`config.mk`:
```
export PLATFORM = sky130hd
export DESIGN_NAME = waveform_unit
export DESIGN_NICKNAME = d
export VERILOG_FILES = /design/src/hw/waveform_pkg.sv /design/src/hw/waveform_pair.sv /design/src/hw/waveform_unit.sv
export SDC_FILE = /design/constraint.sdc
export NUM_CORES = 1
export LEC_CHECK = 0
export ABC_AREA = 1
export BUFFER_PORTS_ARGS = -buffer_cell sky130_fd_sc_hd__buf_4
export CORE_UTILIZATION = 61
export CTS_CLUSTER_DIAMETER = 100
export DETAILED_ROUTE_END_ITERATION = 8
export PLACE_DENSITY = 0.88
export SLEW_MARGIN = 15
export SYNTH_ARGS = -nofsm -noshare
export SYNTH_HDL_FRONTEND = slang
export SYNTH_SLANG_ARGS = --single-unit
```
`constraint.sdc`:
```
create_clock -name i_mclk -period 3.8 [get_ports i_mclk]
set_input_delay 1.14 -clock i_mclk [delete_from_list [all_inputs] [get_ports i_mclk]]
set_output_delay 1.14 -clock i_mclk [all_outputs]
set_load 0.005 [all_outputs]
```
`src/hw/waveform_pkg.sv`:
```
package waveform_pkg;

	// ----------------------------------------------------------------
	// Widths and counts
	// ----------------------------------------------------------------
	localparam int NUM_PAIRS  = 3;
	localparam int NUM_PINS   = 6;
	localparam int TIMER_W    = 16;
	localparam int DIV_SEL_W  = 3;
	localparam int DIV_CNT_W  = 8;
	localparam int PG_SEL_W   = 2;
	localparam int NUM_PG     = 4;

	// ----------------------------------------------------------------
	// Reset values
	// ----------------------------------------------------------------
	localparam logic [TIMER_W-1:0]   RST_COUNT = 16'h0000;
	localparam logic [DIV_CNT_W-1:0] RST_DIV   = 8'h00;

	// ----------------------------------------------------------------
	// Waveform modes
	// ----------------------------------------------------------------
	typedef enum logic [2:0]
	{
		MODE_THROUGH    = 3'h0,
		MODE_SUPERPOSE  = 3'h1,
		MODE_TIMER_GATE = 3'h2,
		MODE_CMP_DEAD   = 3'h4,
		MODE_CMP_DEAD_F = 3'h5,
		MODE_PG_DEAD    = 3'h6,
		MODE_PG_DEAD_F  = 3'h7
	} wave_mode_t;

	// Per-pair configuration
	typedef struct packed
	{
		wave_mode_t            mode;
		logic [TIMER_W-1:0]    timer_preset_a;
		logic [TIMER_W-1:0]    timer_preset_b;
		logic [TIMER_W-1:0]    pulse_filter_preset;
		logic [PG_SEL_W-1:0]   pg_select;
		logic                  gate_enable;
		logic                  reload_enable;
	} pair_cfg_t;

	// Per-pair source signals from compare unit
	typedef struct packed
	{
		logic even;
		logic odd;
	} cmp_pair_t;

	// Dead-time generator states
	typedef enum logic [3:0]
	{
		DT_LOW   = 4'h1,
		DT_DEADA = 4'h2,
		DT_HIGH  = 4'h4,
		DT_DEADB = 4'h8
	} dt_state_t;

endpackage

```
`src/hw/waveform_pair.sv`:
```
`timescale 1ns/1ps
module waveform_pair
(
	// Clock and reset
	input  wire logic                              i_mclk,
	input  wire logic                              i_rst_n,
	input  wire logic                              i_tick,
	// Configuration
	input  wire waveform_pkg::pair_cfg_t           i_cfg,
	// Sources
	input  wire waveform_pkg::cmp_pair_t           i_cmp,
	input  wire logic                              i_pg,
	// Results
	output logic                                   o_wave_even,
	output logic                                   o_wave_odd,
	output logic                                   o_reload_irq,
	output logic                                   o_timer_busy
);

	// ----------------------------------------------------------------
	// State
	// ----------------------------------------------------------------
	typedef struct packed
	{
		waveform_pkg::dt_state_t            dt;
		logic [waveform_pkg::TIMER_W-1:0]   wcnt;
		logic                               gate_run;
		logic [waveform_pkg::TIMER_W-1:0]   fcnt;
		logic                               filt;
		logic                               cmp_odd_d;
		logic                               wave_even;
		logic                               wave_odd;
		logic                               irq;
	} pair_state_t;

	pair_state_t st_q;
	pair_state_t st_d;

	logic dead_mode;
	logic filt_mode;
	logic dt_src;
	logic raw_src;

	always_comb
	begin
		dead_mode = i_cfg.mode[2];
		filt_mode = (i_cfg.mode == waveform_pkg::MODE_CMP_DEAD_F) ||
		            (i_cfg.mode == waveform_pkg::MODE_PG_DEAD_F);
		raw_src   = (i_cfg.mode == waveform_pkg::MODE_PG_DEAD ||
		             i_cfg.mode == waveform_pkg::MODE_PG_DEAD_F) ? i_pg : i_cmp.odd;
		dt_src    = filt_mode ? st_q.filt : raw_src;
	end

	always_comb
	begin
		st_d = st_q;
		st_d.irq = 1'b0;
		st_d.cmp_odd_d = i_cmp.odd;

		// ------------------------------------------------------------
		// Pulse counter: width filter or reload timer
		// ------------------------------------------------------------
		if (filt_mode)
		begin
			// Level must persist beyond the preset to pass; narrower pulses vanish
			if (raw_src == st_q.filt)
				st_d.fcnt = waveform_pkg::RST_COUNT;
			else if (i_tick)
			begin
				if (st_q.fcnt >= i_cfg.pulse_filter_preset)
				begin
					st_d.filt = raw_src;
					st_d.fcnt = waveform_pkg::RST_COUNT;
				end
				else
					st_d.fcnt = st_q.fcnt + 16'h0001;
			end
		end
		else
		begin
			st_d.filt = raw_src;
			if (i_cfg.reload_enable && i_tick)
			begin
				if (st_q.fcnt >= i_cfg.pulse_filter_preset)
				begin
					st_d.fcnt = waveform_pkg::RST_COUNT;
					st_d.irq  = 1'b1;
				end
				else
					st_d.fcnt = st_q.fcnt + 16'h0001;
			end
			else if (!i_cfg.reload_enable)
				st_d.fcnt = waveform_pkg::RST_COUNT;
		end

		// ------------------------------------------------------------
		// Waveform timer
		// ------------------------------------------------------------
		if (dead_mode)
		begin
			st_d.gate_run = 1'b0;
			case (st_q.dt)
				waveform_pkg::DT_LOW:
				begin
					st_d.wcnt = waveform_pkg::RST_COUNT;
					if (dt_src)
						st_d.dt = waveform_pkg::DT_DEADA;
				end
				waveform_pkg::DT_DEADA:
				begin
					if (!dt_src)
						st_d.dt = waveform_pkg::DT_LOW;
					else if (i_tick)
					begin
						if (st_q.wcnt + 16'h0001 >= i_cfg.timer_preset_a)
							st_d.dt = waveform_pkg::DT_HIGH;
						st_d.wcnt = st_q.wcnt + 16'h0001;
					end
				end
				waveform_pkg::DT_HIGH:
				begin
					st_d.wcnt = waveform_pkg::RST_COUNT;
					if (!dt_src)
						st_d.dt = waveform_pkg::DT_DEADB;
				end
				waveform_pkg::DT_DEADB:
				begin
					if (dt_src)
						st_d.dt = waveform_pkg::DT_HIGH;
					else if (i_tick)
					begin
						if (st_q.wcnt + 16'h0001 >= i_cfg.timer_preset_b)
							st_d.dt = waveform_pkg::DT_LOW;
						st_d.wcnt = st_q.wcnt + 16'h0001;
					end
				end
				default:
					st_d.dt = waveform_pkg::DT_LOW;
			endcase
		end
		else
		begin
			st_d.dt = waveform_pkg::DT_LOW;
			// Compare rising edge starts the A+B gate window
			if (i_cfg.mode == waveform_pkg::MODE_TIMER_GATE && i_cmp.odd && !st_q.cmp_odd_d && !st_q.gate_run)
			begin
				st_d.gate_run = 1'b1;
				st_d.wcnt     = waveform_pkg::RST_COUNT;
			end
			else if (st_q.gate_run && i_tick)
			begin
				if (st_q.wcnt + 16'h0001 >= i_cfg.timer_preset_a + i_cfg.timer_preset_b)
				begin
					st_d.gate_run = 1'b0;
					st_d.wcnt     = waveform_pkg::RST_COUNT;
				end
				else
					st_d.wcnt = st_q.wcnt + 16'h0001;
			end
			else if (i_cfg.mode != waveform_pkg::MODE_TIMER_GATE)
				st_d.gate_run = 1'b0;
		end

		// ------------------------------------------------------------
		// Waveform shaping
		// ------------------------------------------------------------
		case (i_cfg.mode)
			waveform_pkg::MODE_THROUGH:
			begin
				st_d.wave_even = i_cmp.even;
				st_d.wave_odd  = i_cmp.odd;
			end
			waveform_pkg::MODE_SUPERPOSE:
			begin
				st_d.wave_even = i_cmp.even & i_pg;
				st_d.wave_odd  = i_cmp.odd & i_pg;
			end
			waveform_pkg::MODE_TIMER_GATE:
			begin
				st_d.wave_even = st_q.gate_run & i_pg;
				st_d.wave_odd  = st_q.gate_run & i_pg;
			end
			default:
			begin
				// Complementary pair; both low through each dead band
				st_d.wave_odd  = (st_d.dt == waveform_pkg::DT_HIGH);
				st_d.wave_even = (st_d.dt == waveform_pkg::DT_LOW) && !dt_src;
			end
		endcase
	end

	always_ff @(posedge i_mclk or negedge i_rst_n)
	begin
		if (!i_rst_n)
			st_q <= '{dt: waveform_pkg::DT_LOW, default: '0};
		else
			st_q <= st_d;
	end

	assign o_wave_even  = st_q.wave_even;
	assign o_wave_odd   = st_q.wave_odd;
	assign o_reload_irq = st_q.irq;
	assign o_timer_busy = st_q.gate_run || (st_q.dt != waveform_pkg::DT_LOW);

endmodule // waveform_pair

```
`src/hw/waveform_unit.sv`:
```
`timescale 1ns/1ps
module waveform_unit
(
	// Clock and reset
	input  wire logic                                      i_mclk,
	input  wire logic                                      i_rst_n,
	// Configuration
	input  wire logic [waveform_pkg::DIV_SEL_W-1:0]        i_div_sel,
	input  wire waveform_pkg::pair_cfg_t [waveform_pkg::NUM_PAIRS-1:0] i_pair_cfg,
	input  wire logic [waveform_pkg::NUM_PINS-1:0]         i_invert,
	input  wire logic [7:0]                                i_nc_width,
	input  wire logic                                      i_nc_bypass,
	input  wire logic                                      i_port_select,
	input  wire logic [waveform_pkg::NUM_PINS-1:0]         i_port_level,
	input  wire logic                                      i_output_hold_select,
	input  wire logic                                      i_shutdown_clear,
	// Compare unit and pulse generators
	input  wire logic [waveform_pkg::NUM_PINS-1:0]         i_compare_output,
	input  wire logic [waveform_pkg::NUM_PG-1:0]           i_pg_pulse,
	// Shutdown request pin, active low
	input  wire logic                                      i_shutdown_request_input_n,
	// Outputs
	output logic [waveform_pkg::NUM_PINS-1:0]              o_waveform_pin,
	output logic [waveform_pkg::NUM_PG-1:0]                o_pg_start,
	output logic [waveform_pkg::NUM_PAIRS-1:0]             o_reload_irq,
	output logic                                           o_shutdown_interrupt
);

	// ----------------------------------------------------------------
	// State
	// ----------------------------------------------------------------
	typedef struct packed
	{
		logic [waveform_pkg::DIV_CNT_W-1:0]       div;
		logic                                     tick;
		logic [1:0]                               req_sync;
		logic [7:0]                               nc_cnt;
		logic                                     nc_level;
		logic                                     shut;
		logic [waveform_pkg::NUM_PINS-1:0]        held;
		logic [waveform_pkg::NUM_PINS-1:0]        pins;
		waveform_pkg::pair_cfg_t [waveform_pkg::NUM_PAIRS-1:0] cfg;
	} unit_state_t;

	unit_state_t st_q;
	unit_state_t st_d;

	logic [waveform_pkg::NUM_PINS-1:0]  wave;
	logic [waveform_pkg::NUM_PAIRS-1:0] busy;
	logic [waveform_pkg::NUM_PAIRS-1:0] irq;
	logic [waveform_pkg::NUM_PG-1:0]    pg_start;

	function automatic logic pg_pick(input logic [waveform_pkg::NUM_PG-1:0] pg,
	                                 input logic [waveform_pkg::PG_SEL_W-1:0] sel);
		pg_pick = pg[sel];
	endfunction

	// Prescaler terminal count for a ratio of 2^sel
	function automatic logic [waveform_pkg::DIV_CNT_W-1:0] div_limit(input logic [waveform_pkg::DIV_SEL_W-1:0] s);
		div_limit = 8'((9'h001 << s) - 9'h001);
	endfunction

	// ----------------------------------------------------------------
	// Channel pairs
	// ----------------------------------------------------------------
	genvar p;
	generate
		for (p = 0; p < waveform_pkg::NUM_PAIRS; p++)
		begin : g_pair
			waveform_pkg::cmp_pair_t cmp;
			assign cmp.even = i_compare_output[2*p];
			assign cmp.odd  = i_compare_output[2*p+1];
			waveform_pair u_pair
			(
				.i_mclk       (i_mclk),
				.i_rst_n      (i_rst_n),
				.i_tick       (st_q.tick),
				.i_cfg        (st_q.cfg[p]),
				.i_cmp        (cmp),
				.i_pg         (pg_pick(i_pg_pulse, st_q.cfg[p].pg_select)),
				.o_wave_even  (wave[2*p]),
				.o_wave_odd   (wave[2*p+1]),
				.o_reload_irq (irq[p]),
				.o_timer_busy (busy[p])
			);
		end
	endgenerate

	always_comb
	begin
		pg_start = '0;
		for (int k = 0; k < waveform_pkg::NUM_PAIRS; k++)
			if (st_q.cfg[k].gate_enable)
				pg_start[st_q.cfg[k].pg_select] = 1'b1;
	end

	always_comb
	begin
		st_d = st_q;

		// Prescaler: ratio 2^sel, one-cycle tick enable
		if (st_q.div >= div_limit(i_div_sel))
		begin
			st_d.div  = waveform_pkg::RST_DIV;
			st_d.tick = 1'b1;
		end
		else
		begin
			st_d.div  = st_q.div + 8'h01;
			st_d.tick = 1'b0;
		end

		// Config loads only while the pair is idle, so a running timer is not corrupted
		for (int k = 0; k < waveform_pkg::NUM_PAIRS; k++)
			if (!busy[k])
				st_d.cfg[k] = i_pair_cfg[k];

		// Noise canceller: level must be stable for more than the width in clocks
		st_d.req_sync = {st_q.req_sync[0], ~i_shutdown_request_input_n};
		if (st_q.req_sync[1] == st_q.nc_level)
			st_d.nc_cnt = 8'h00;
		else if (st_q.nc_cnt >= i_nc_width)
		begin
			st_d.nc_level = st_q.req_sync[1];
			st_d.nc_cnt   = 8'h00;
		end
		else
			st_d.nc_cnt = st_q.nc_cnt + 8'h01;

		// Set wins over software clear
		if (st_q.nc_level)
			st_d.shut = 1'b1;
		else if (i_shutdown_clear)
			st_d.shut = 1'b0;

		// Capture pin level until shutdown asserts
		if (!o_shutdown_interrupt)
			st_d.held = st_q.pins;

		st_d.pins = wave ^ i_invert;
	end

	always_ff @(posedge i_mclk or negedge i_rst_n)
	begin
		if (!i_rst_n)
			st_q <= '0;
		else
			st_q <= st_d;
	end

	// ----------------------------------------------------------------
	// Outputs
	// ----------------------------------------------------------------
	// Bypass path is combinational from the pin so it works with the clock stopped
	assign o_shutdown_interrupt = st_q.shut | (i_nc_bypass & ~i_shutdown_request_input_n);

	always_comb
	begin
		if (o_shutdown_interrupt && i_port_select)
			o_waveform_pin = i_port_level;
		else if (o_shutdown_interrupt && i_output_hold_select)
			o_waveform_pin = st_q.held;
		else
			o_waveform_pin = st_q.pins;
	end

	assign o_pg_start   = pg_start;
	assign o_reload_irq = irq;

endmodule // waveform_unit

```
==> flow_summary.yaml, run 1 <==
status:
  status: "completed"
final_layout:
  nets: 3879
  area_growth_pct: 14.9
  fin_util_pct: 71.5
  design_area_um2: 27100
  n_antenna_cell: 0
  drive_above_1_share_pct: 11.4
  fillers: 2967
logic_synthesis:
  syn_nets: 3671
  synth_ff_type: "dfrtp_1"
  synth_largest_area_cell: "dfrtp_1"
  yosysMostFrequentCell: "nand2_1"
  async_flop_share_pct: 100
  synth_area_um2: 23600
  synthDistinctLibCells: 55
  synth_warnings: 0
  avgSynthCellArea_um2: 7.36
  seq_area_frac_synth_pct: 34.4
  synth_top_area_share_pct: 34.1
  synth-edff-count: 0
  ys_top_cells_by_area: "dfrtp_1 (34%), nand2_1 (14%), ha_1 (14%)"
  syn_inst: 3201
  ys_ff_latch: 324
  synth_common_cells: "nand2_1 (908), inv_1 (441), dfrtp_1 (321)"
worst_setup_path:
  worstPathRequired_ps: 2660
  rrSetupSlack_ps: 310
  critPathKind: "in -> out"
  critical_path.startpoint: "i_shutdown_request_input_n"
  end_kind: "output port"
  endpoint: "o_waveform_pin[0]"
  r2r_cells: 18
  cp-start-kind: "primary input"
  r2r_end: "g_pair[2].u_pair.st_q[23]$_DFFE_PN0P_"
  arrival_ps: 2570
  r2r_start: "st_q[134]$_DFFE_PN0N_"
  path_max_fanout: 12
placement:
  placed_area_um2: 25700
  portBuffers: 218
  finalWeightedCongestion: 0.980
  dp.final_hpwl_um: 46800
  place_ws_ps: 197
clock_network:
  cts_sinks: 324
  cts_hold_buffers: 0
  cts.clk_slew.worst_paths_ps: 50
  clock_path_buffers: 3
  cts_root_buf: "clkbuf_16"
  cts-htree-levels: 2
  cts_tree: "yes"
  clkLatencyLatePin_ps: 560
  cts_made_buffers: 38
power_and_ir_drop:
  switching_share_pct: 43.6
  vdd_drop_max_mv: 0.403
  p_comb_share_pct: 47.3
  p_switching_mw: 7.17
  power.internal_mw: 9.26
  clockPowerShare_pct: 23.1
  leakagePower_nw: 14.8
  p_per_area_nw_per_um2: 607
  p_seq_share_pct: 29.7
  power_mw: 16.4
floorplan:
  coreArea_um2: 37800
  dieWidth_um: 199
  fp.dieArea_um2: 39400
  rows: 71
  top_level_ports: 219
  die_h_um: 199
  initial_core_util_pct: 62.2
worst_hold_path:
  hold_path.class: "reg -> reg"
grt:
  antenna_found_initial: 0
  grt_remaining_overflow: 0
  grt_pass1_wl_um: 102000
  grt_max_degree: 92
  track_usage_pct: 31.9
  grt_pass1_vias: 22000
job:
  max-cap-violations: 0
detailed_routing:
  drc: 0
  via_count: 22200
  drtIter0Drc: 1341
  avgRoutedWirePerCell_um: 15.8
  wirelength_um: 62200
  postRouteAntennaNets: 0
  firstDrtPassIters: 6
  via_per_inst: 5.63
timing:
  hold_ws_ps: 348
  worstMarginPinSlew_ps: 1040
  finalHoldViolations: 0
  fin_crit_sh_pct: 97.7
  setup_slack_ps: 86.0
  slew_viol_final: 0
  post-route-min-period_ps: 3710
  setup_viol: 0
  finalClockSkew_ps: 13.9
  fmax_mhz: 269
  relSlewSlack_pct: 30.0
## layout by cell type, fill, tap and decap left out, types with 4 or more instances in the layout
master and n:
ha_1 262, a211oi_1 9, clkbuf_16 39, o211ai_1 5, o21ai_1 14, clkinv_2 5, inv_1 441, nand2_1 908
xnor2_1 26, nor3_2 6, dfrtp_1 320, nor2_1 195, clkbuf_8 9, o21bai_1 11, nor4_1 12, nand3_2 6
nor3_1 30, nand2_2 12, clkbuf_1 9, or2_2 9, mux2_2 10, a21oi_1 149, o21a_1 7, buf_4 247
nand3_4 4, o21ai_2 6, o2111ai_1 28, buf_12 4, inv_2 5, o311ai_0 4, nand4_1 44, nand3b_1 8
nor2_4 6, xor2_1 68, o21ai_0 261, nand3_1 212
## registers in the layout, indices dropped and copies added, names as in the netlist
register / count
g_pair.u_pair.o_reload_irq: 3
g_pair.u_pair.o_wave_even: 3
st_q: 197
g_pair.u_pair.o_wave_odd: 3
g_pair.u_pair.st_q: 117
st_d: 1
## power groups by stage
stage	Sequential [mW]	Clock, mW	Combinational, mW
after detailed placement	4.90	0	7.61
after CTS	4.86	3.86	7.70
after floorplan	4.69	0	5.76
after global routing	4.96	3.98	8.81
final	4.87	3.79	7.76
after global placement	4.86	0	7.19
## kinds of logic (layout without fill, tap and decap cells)
family	after synthesis	count (layout)	synth area share, %
other	1	1	0.0159
multiplexers	10	10	0.478
XOR/XNOR	95	95	3.56
adder cells (fa/ha/maj)	265	265	14.2
buffers and inverters	532	769	8.94
flip-flops	324	324	34.4
AND/OR/NAND/NOR	1466	1466	26.5
AO/OA/AOI/OAI	508	508	11.9
## final cells by class
cell class / count / area (µm²) / share of cell area, %
clock buffer: 57 / 1130 / 4.19
clock inverter: 12 / 150 / 0.555
inverter: 448 / 1680 / 6.22
multi-input combinational: 2345 / 13400 / 49.5
sequential: 324 / 8110 / 30.0
tap: 511 / 639 / 2.36
timing repair buffer: 252 / 1950 / 7.20
## how the worst min path moves through the flow
stage | from | end | slack [ps] | depth (start not counted)
3_3_place_gp | st_d[188]$_DFF_PN0_ | st_q[188]$_DFF_PN0_ | 330 | 0
6_report | st_d[188]$_DFF_PN0_ | st_q[188]$_DFF_PN0_ | 350 | 0
5_1_grt | st_d[188]$_DFF_PN0_ | st_q[188]$_DFF_PN0_ | 360 | 0
4_1_cts | st_d[188]$_DFF_PN0_ | st_q[188]$_DFF_PN0_ | 350 | 0
2_1_floorplan | st_d[188]$_DFF_PN0_ | st_q[188]$_DFF_PN0_ | 330 | 0
3_5_place_dp | st_d[188]$_DFF_PN0_ | st_q[188]$_DFF_PN0_ | 340 | 0
## layer usage
layer  vias to the layer above  GRT usage (%)  share of wire, %
li1                      10900              -                 -
met1                     10400           39.4                42
met2                       781           54.8                48
met3                       181           4.49               6.2
met4                         0           15.7               4.0
met5                         -              0                 0
## stage by stage
stage | instances | setup TNS [ps]
2_1_floorplan | 3201 | 0
3_3_place_gp | 3879 | 0
3_5_place_dp | 3879 | 0
4_1_cts | 3948 | 0
5_1_grt | 3949 | -8.26
6_report | 3949 | 0
## critical path, stage by stage
cell	delay (ps)
buf_4	80
inv_1	60
a21oi_1	300
inv_1	150
nand2_1	280
o21ai_0	140
o21ai_0	250
buf_4	170
## what timing repair did
item	CTS	global route
gates resized for setup	0	5
setup buffers	0	1
setup endpoints to repair	0	39
No activity file was read; power rests on OpenSTA's default activity.
==> run 2: changes to the inputs <==
BUFFER_PORTS_ARGS = not set   (was -buffer_cell sky130_fd_sc_hd__buf_4)
CORE_UTILIZATION = 66   (was 61)
DONT_BUFFER_PORTS = 1   (was not set)
==> flow_summary.yaml, run 2 (same netlist as run 1, synthesis figures left out) <==
status:
  status: "completed"
clock_network:
  cts_tree: "yes"
  clkLatencyLatePin_ps: 560
  cts_sinks: 324
  cts_root_buf: "clkbuf_16"
  cts-htree-levels: 2
  cts_hold_buffers: 0
  clock_path_buffers: 3
  cts_made_buffers: 37
  cts.clk_slew.worst_paths_ps: 60
worst_setup_path:
  end_kind: "flop"
  cp_slowest_cell: "fa_1"
  critical-path-max-stage-delay_ps: 410
  worstPathRequired_ps: 4250
  path_max_fanout: 12
  arrival_ps: 4010
  cpMostUsedCell: "nand2_1"
  crit_path_cell_trace: "ha_1, fa_1, nand3_1, nand2_1, nand3_1, nand3_1, nand2_1, inv_1, o21ai_0, nand2_1, nand2_1, nand2_1, ha_1, nand2_1, nor2_1, nor2b_1, nand3_1, nand3_2, nor2_1, nand3_1, nand2_1, nand2_1, nand2_1"
  critPathKind: "reg -> reg"
  cp-start-kind: "flop"
floorplan:
  coreArea_um2: 34800
  rows: 68
  top_level_ports: 219
  fp.dieArea_um2: 36500
  die_h_um: 191
  dieWidth_um: 191
  initial_core_util_pct: 67.7
power_and_ir_drop:
  vdd_drop_max_mv: 0.625
  power_mw: 16.2
  leakagePower_nw: 13.7
  p_per_area_nw_per_um2: 641
detailed_routing:
  wirelength_um: 59600
  drtIter0Drc: 1437
  avgRoutedWirePerCell_um: 16.2
  via_per_inst: 5.85
  firstDrtPassIters: 6
  drc: 0
  postRouteAntennaNets: 0
  via_count: 21500
grt:
  grt_pass1_vias: 20800
  grt_remaining_overflow: 0
  antenna_found_initial: 2
  grt_pass1_wl_um: 97500
  track_usage_pct: 32.8
  grt_max_degree: 325
final_layout:
  max_flop_register: "st_q"
  nets: 3657
  design_area_um2: 25300
  final_common_cell: "nand2_1"
  area_growth_pct: 7.19
  largest_reg_flops: 197
  fin_util_pct: 72.6
  mostFrequentLayoutCells: "nand2_1 (908), inv_1 (441), dfrtp_1 (320), ha_1 (262), o21ai_0 (260)"
  drive_above_1_share_pct: 5.32
  reg_top3: "st_q: 197 flops, g_pair.u_pair.st_q: 117 flops"
timing:
  fin_crit_sh_pct: 93.6
  hold_ws_ps: 292
  finalClockSkew_ps: 15.6
  worstMarginPinSlew_ps: 1050
  finalHoldViolations: 0
  setup_viol: 0
  post-route-min-period_ps: 3560
  fmax_mhz: 281
  slew_viol_final: 0
  relSlewSlack_pct: 29.7
worst_hold_path:
  hold_path.class: "in -> async"
placement:
  portBuffers: 0
  finalWeightedCongestion: 0.972
  dp.final_hpwl_um: 43400
  placed_area_um2: 23900
job:
  max-cap-violations: 0
[run 2: cell types whose count changed in the layout (fill, tap and decap cells not counted), sizes merged]
| cell | previous run | this run |
|---|---|---|
| clkbuf | 57 | 55 |
| inv | 449 | 448 |
| clkinv | 6 | 9 |
| clkinvlp | 2 | 0 |
| buf | 252 | 31 |
| diode | 0 | 1 |
[run 2: worst max-delay path, delay by kind of cell (launching register included)]
| kind | cells | cell delay [ps] |
|---|---|---|
| simple gates | 18 | 1860 |
| flops | 1 | 400 |
| buf+inv | 1 | 40 |
| fa+ha+maj | 3 | 920 |
| compound gates | 1 | 220 |
[run 2: layout make-up]
| type | count | area [µm²] |
|---|---|---|
| antenna | 1 | 2.50 |
| clock buffer | 55 | 1140 |
| clock inverter | 12 | 139 |
| fill | 2630 | 9550 |
| inverter | 448 | 1680 |
| multi-input combinational | 2345 | 13400 |
| sequential | 324 | 8110 |
| tap | 455 | 569 |
| timing repair buffer | 31 | 233 |
[run 2: path summary, 6_finish.rpt]
path	from	end	slack (ps)	depth (start not counted)
max	st_q[130]$_DFFE_PN0N_	g_pair[2].u_pair.st_q[24]$_DFFE_PN0P_	240	23
max in group asynchronous	i_rst_n	st_q[189]$_DFF_PN0_	2930	0
min	i_rst_n	st_q[179]$_DFF_PN0_	290	0
min reg2reg	st_d[188]$_DFF_PN0_	st_q[188]$_DFF_PN0_	360	0
max reg2reg	st_q[130]$_DFFE_PN0N_	g_pair[2].u_pair.st_q[24]$_DFFE_PN0P_	240	23
min in group i_mclk	st_d[188]$_DFF_PN0_	st_q[188]$_DFF_PN0_	360	0
[run 2: what timing repair did]
item / in CTS / in global routing
endpoints found under the setup margin: 0 / 41
resized for setup: 0 / 5
buffers inserted: 0 / 3
[run 2: power by group]
| group | switching (mW) | leakage [nW] | internal, mW |
|---|---|---|---|
| clock | 1.47 | 0.638 | 2.27 |
| sequential | 0.606 | 3.94 | 4.26 |
| combinational | 5.02 | 9.17 | 2.56 |
| total | 7.10 | 13.7 | 9.09 |
[run 2: per-stage QoR]
step           worst slack (ps)  std cells  TNS, ps
2_1_floorplan               653       3201        0
3_3_place_gp                393       3600        0
3_5_place_dp                247       3600        0
4_1_cts                     159       3667        0
5_1_grt                   -35.8       3671     -156
6_report                    241       3671        0
[run 2: metal layers]
layer  GRT usage [%]  vias up  part of all wire (%)
met5               0        -                 0.022
met4            14.0        2                   3.9
met3            5.20      166                   6.9
met2            56.9      875                    48
met1            40.3    10000                    41
li1                -    10400                     -
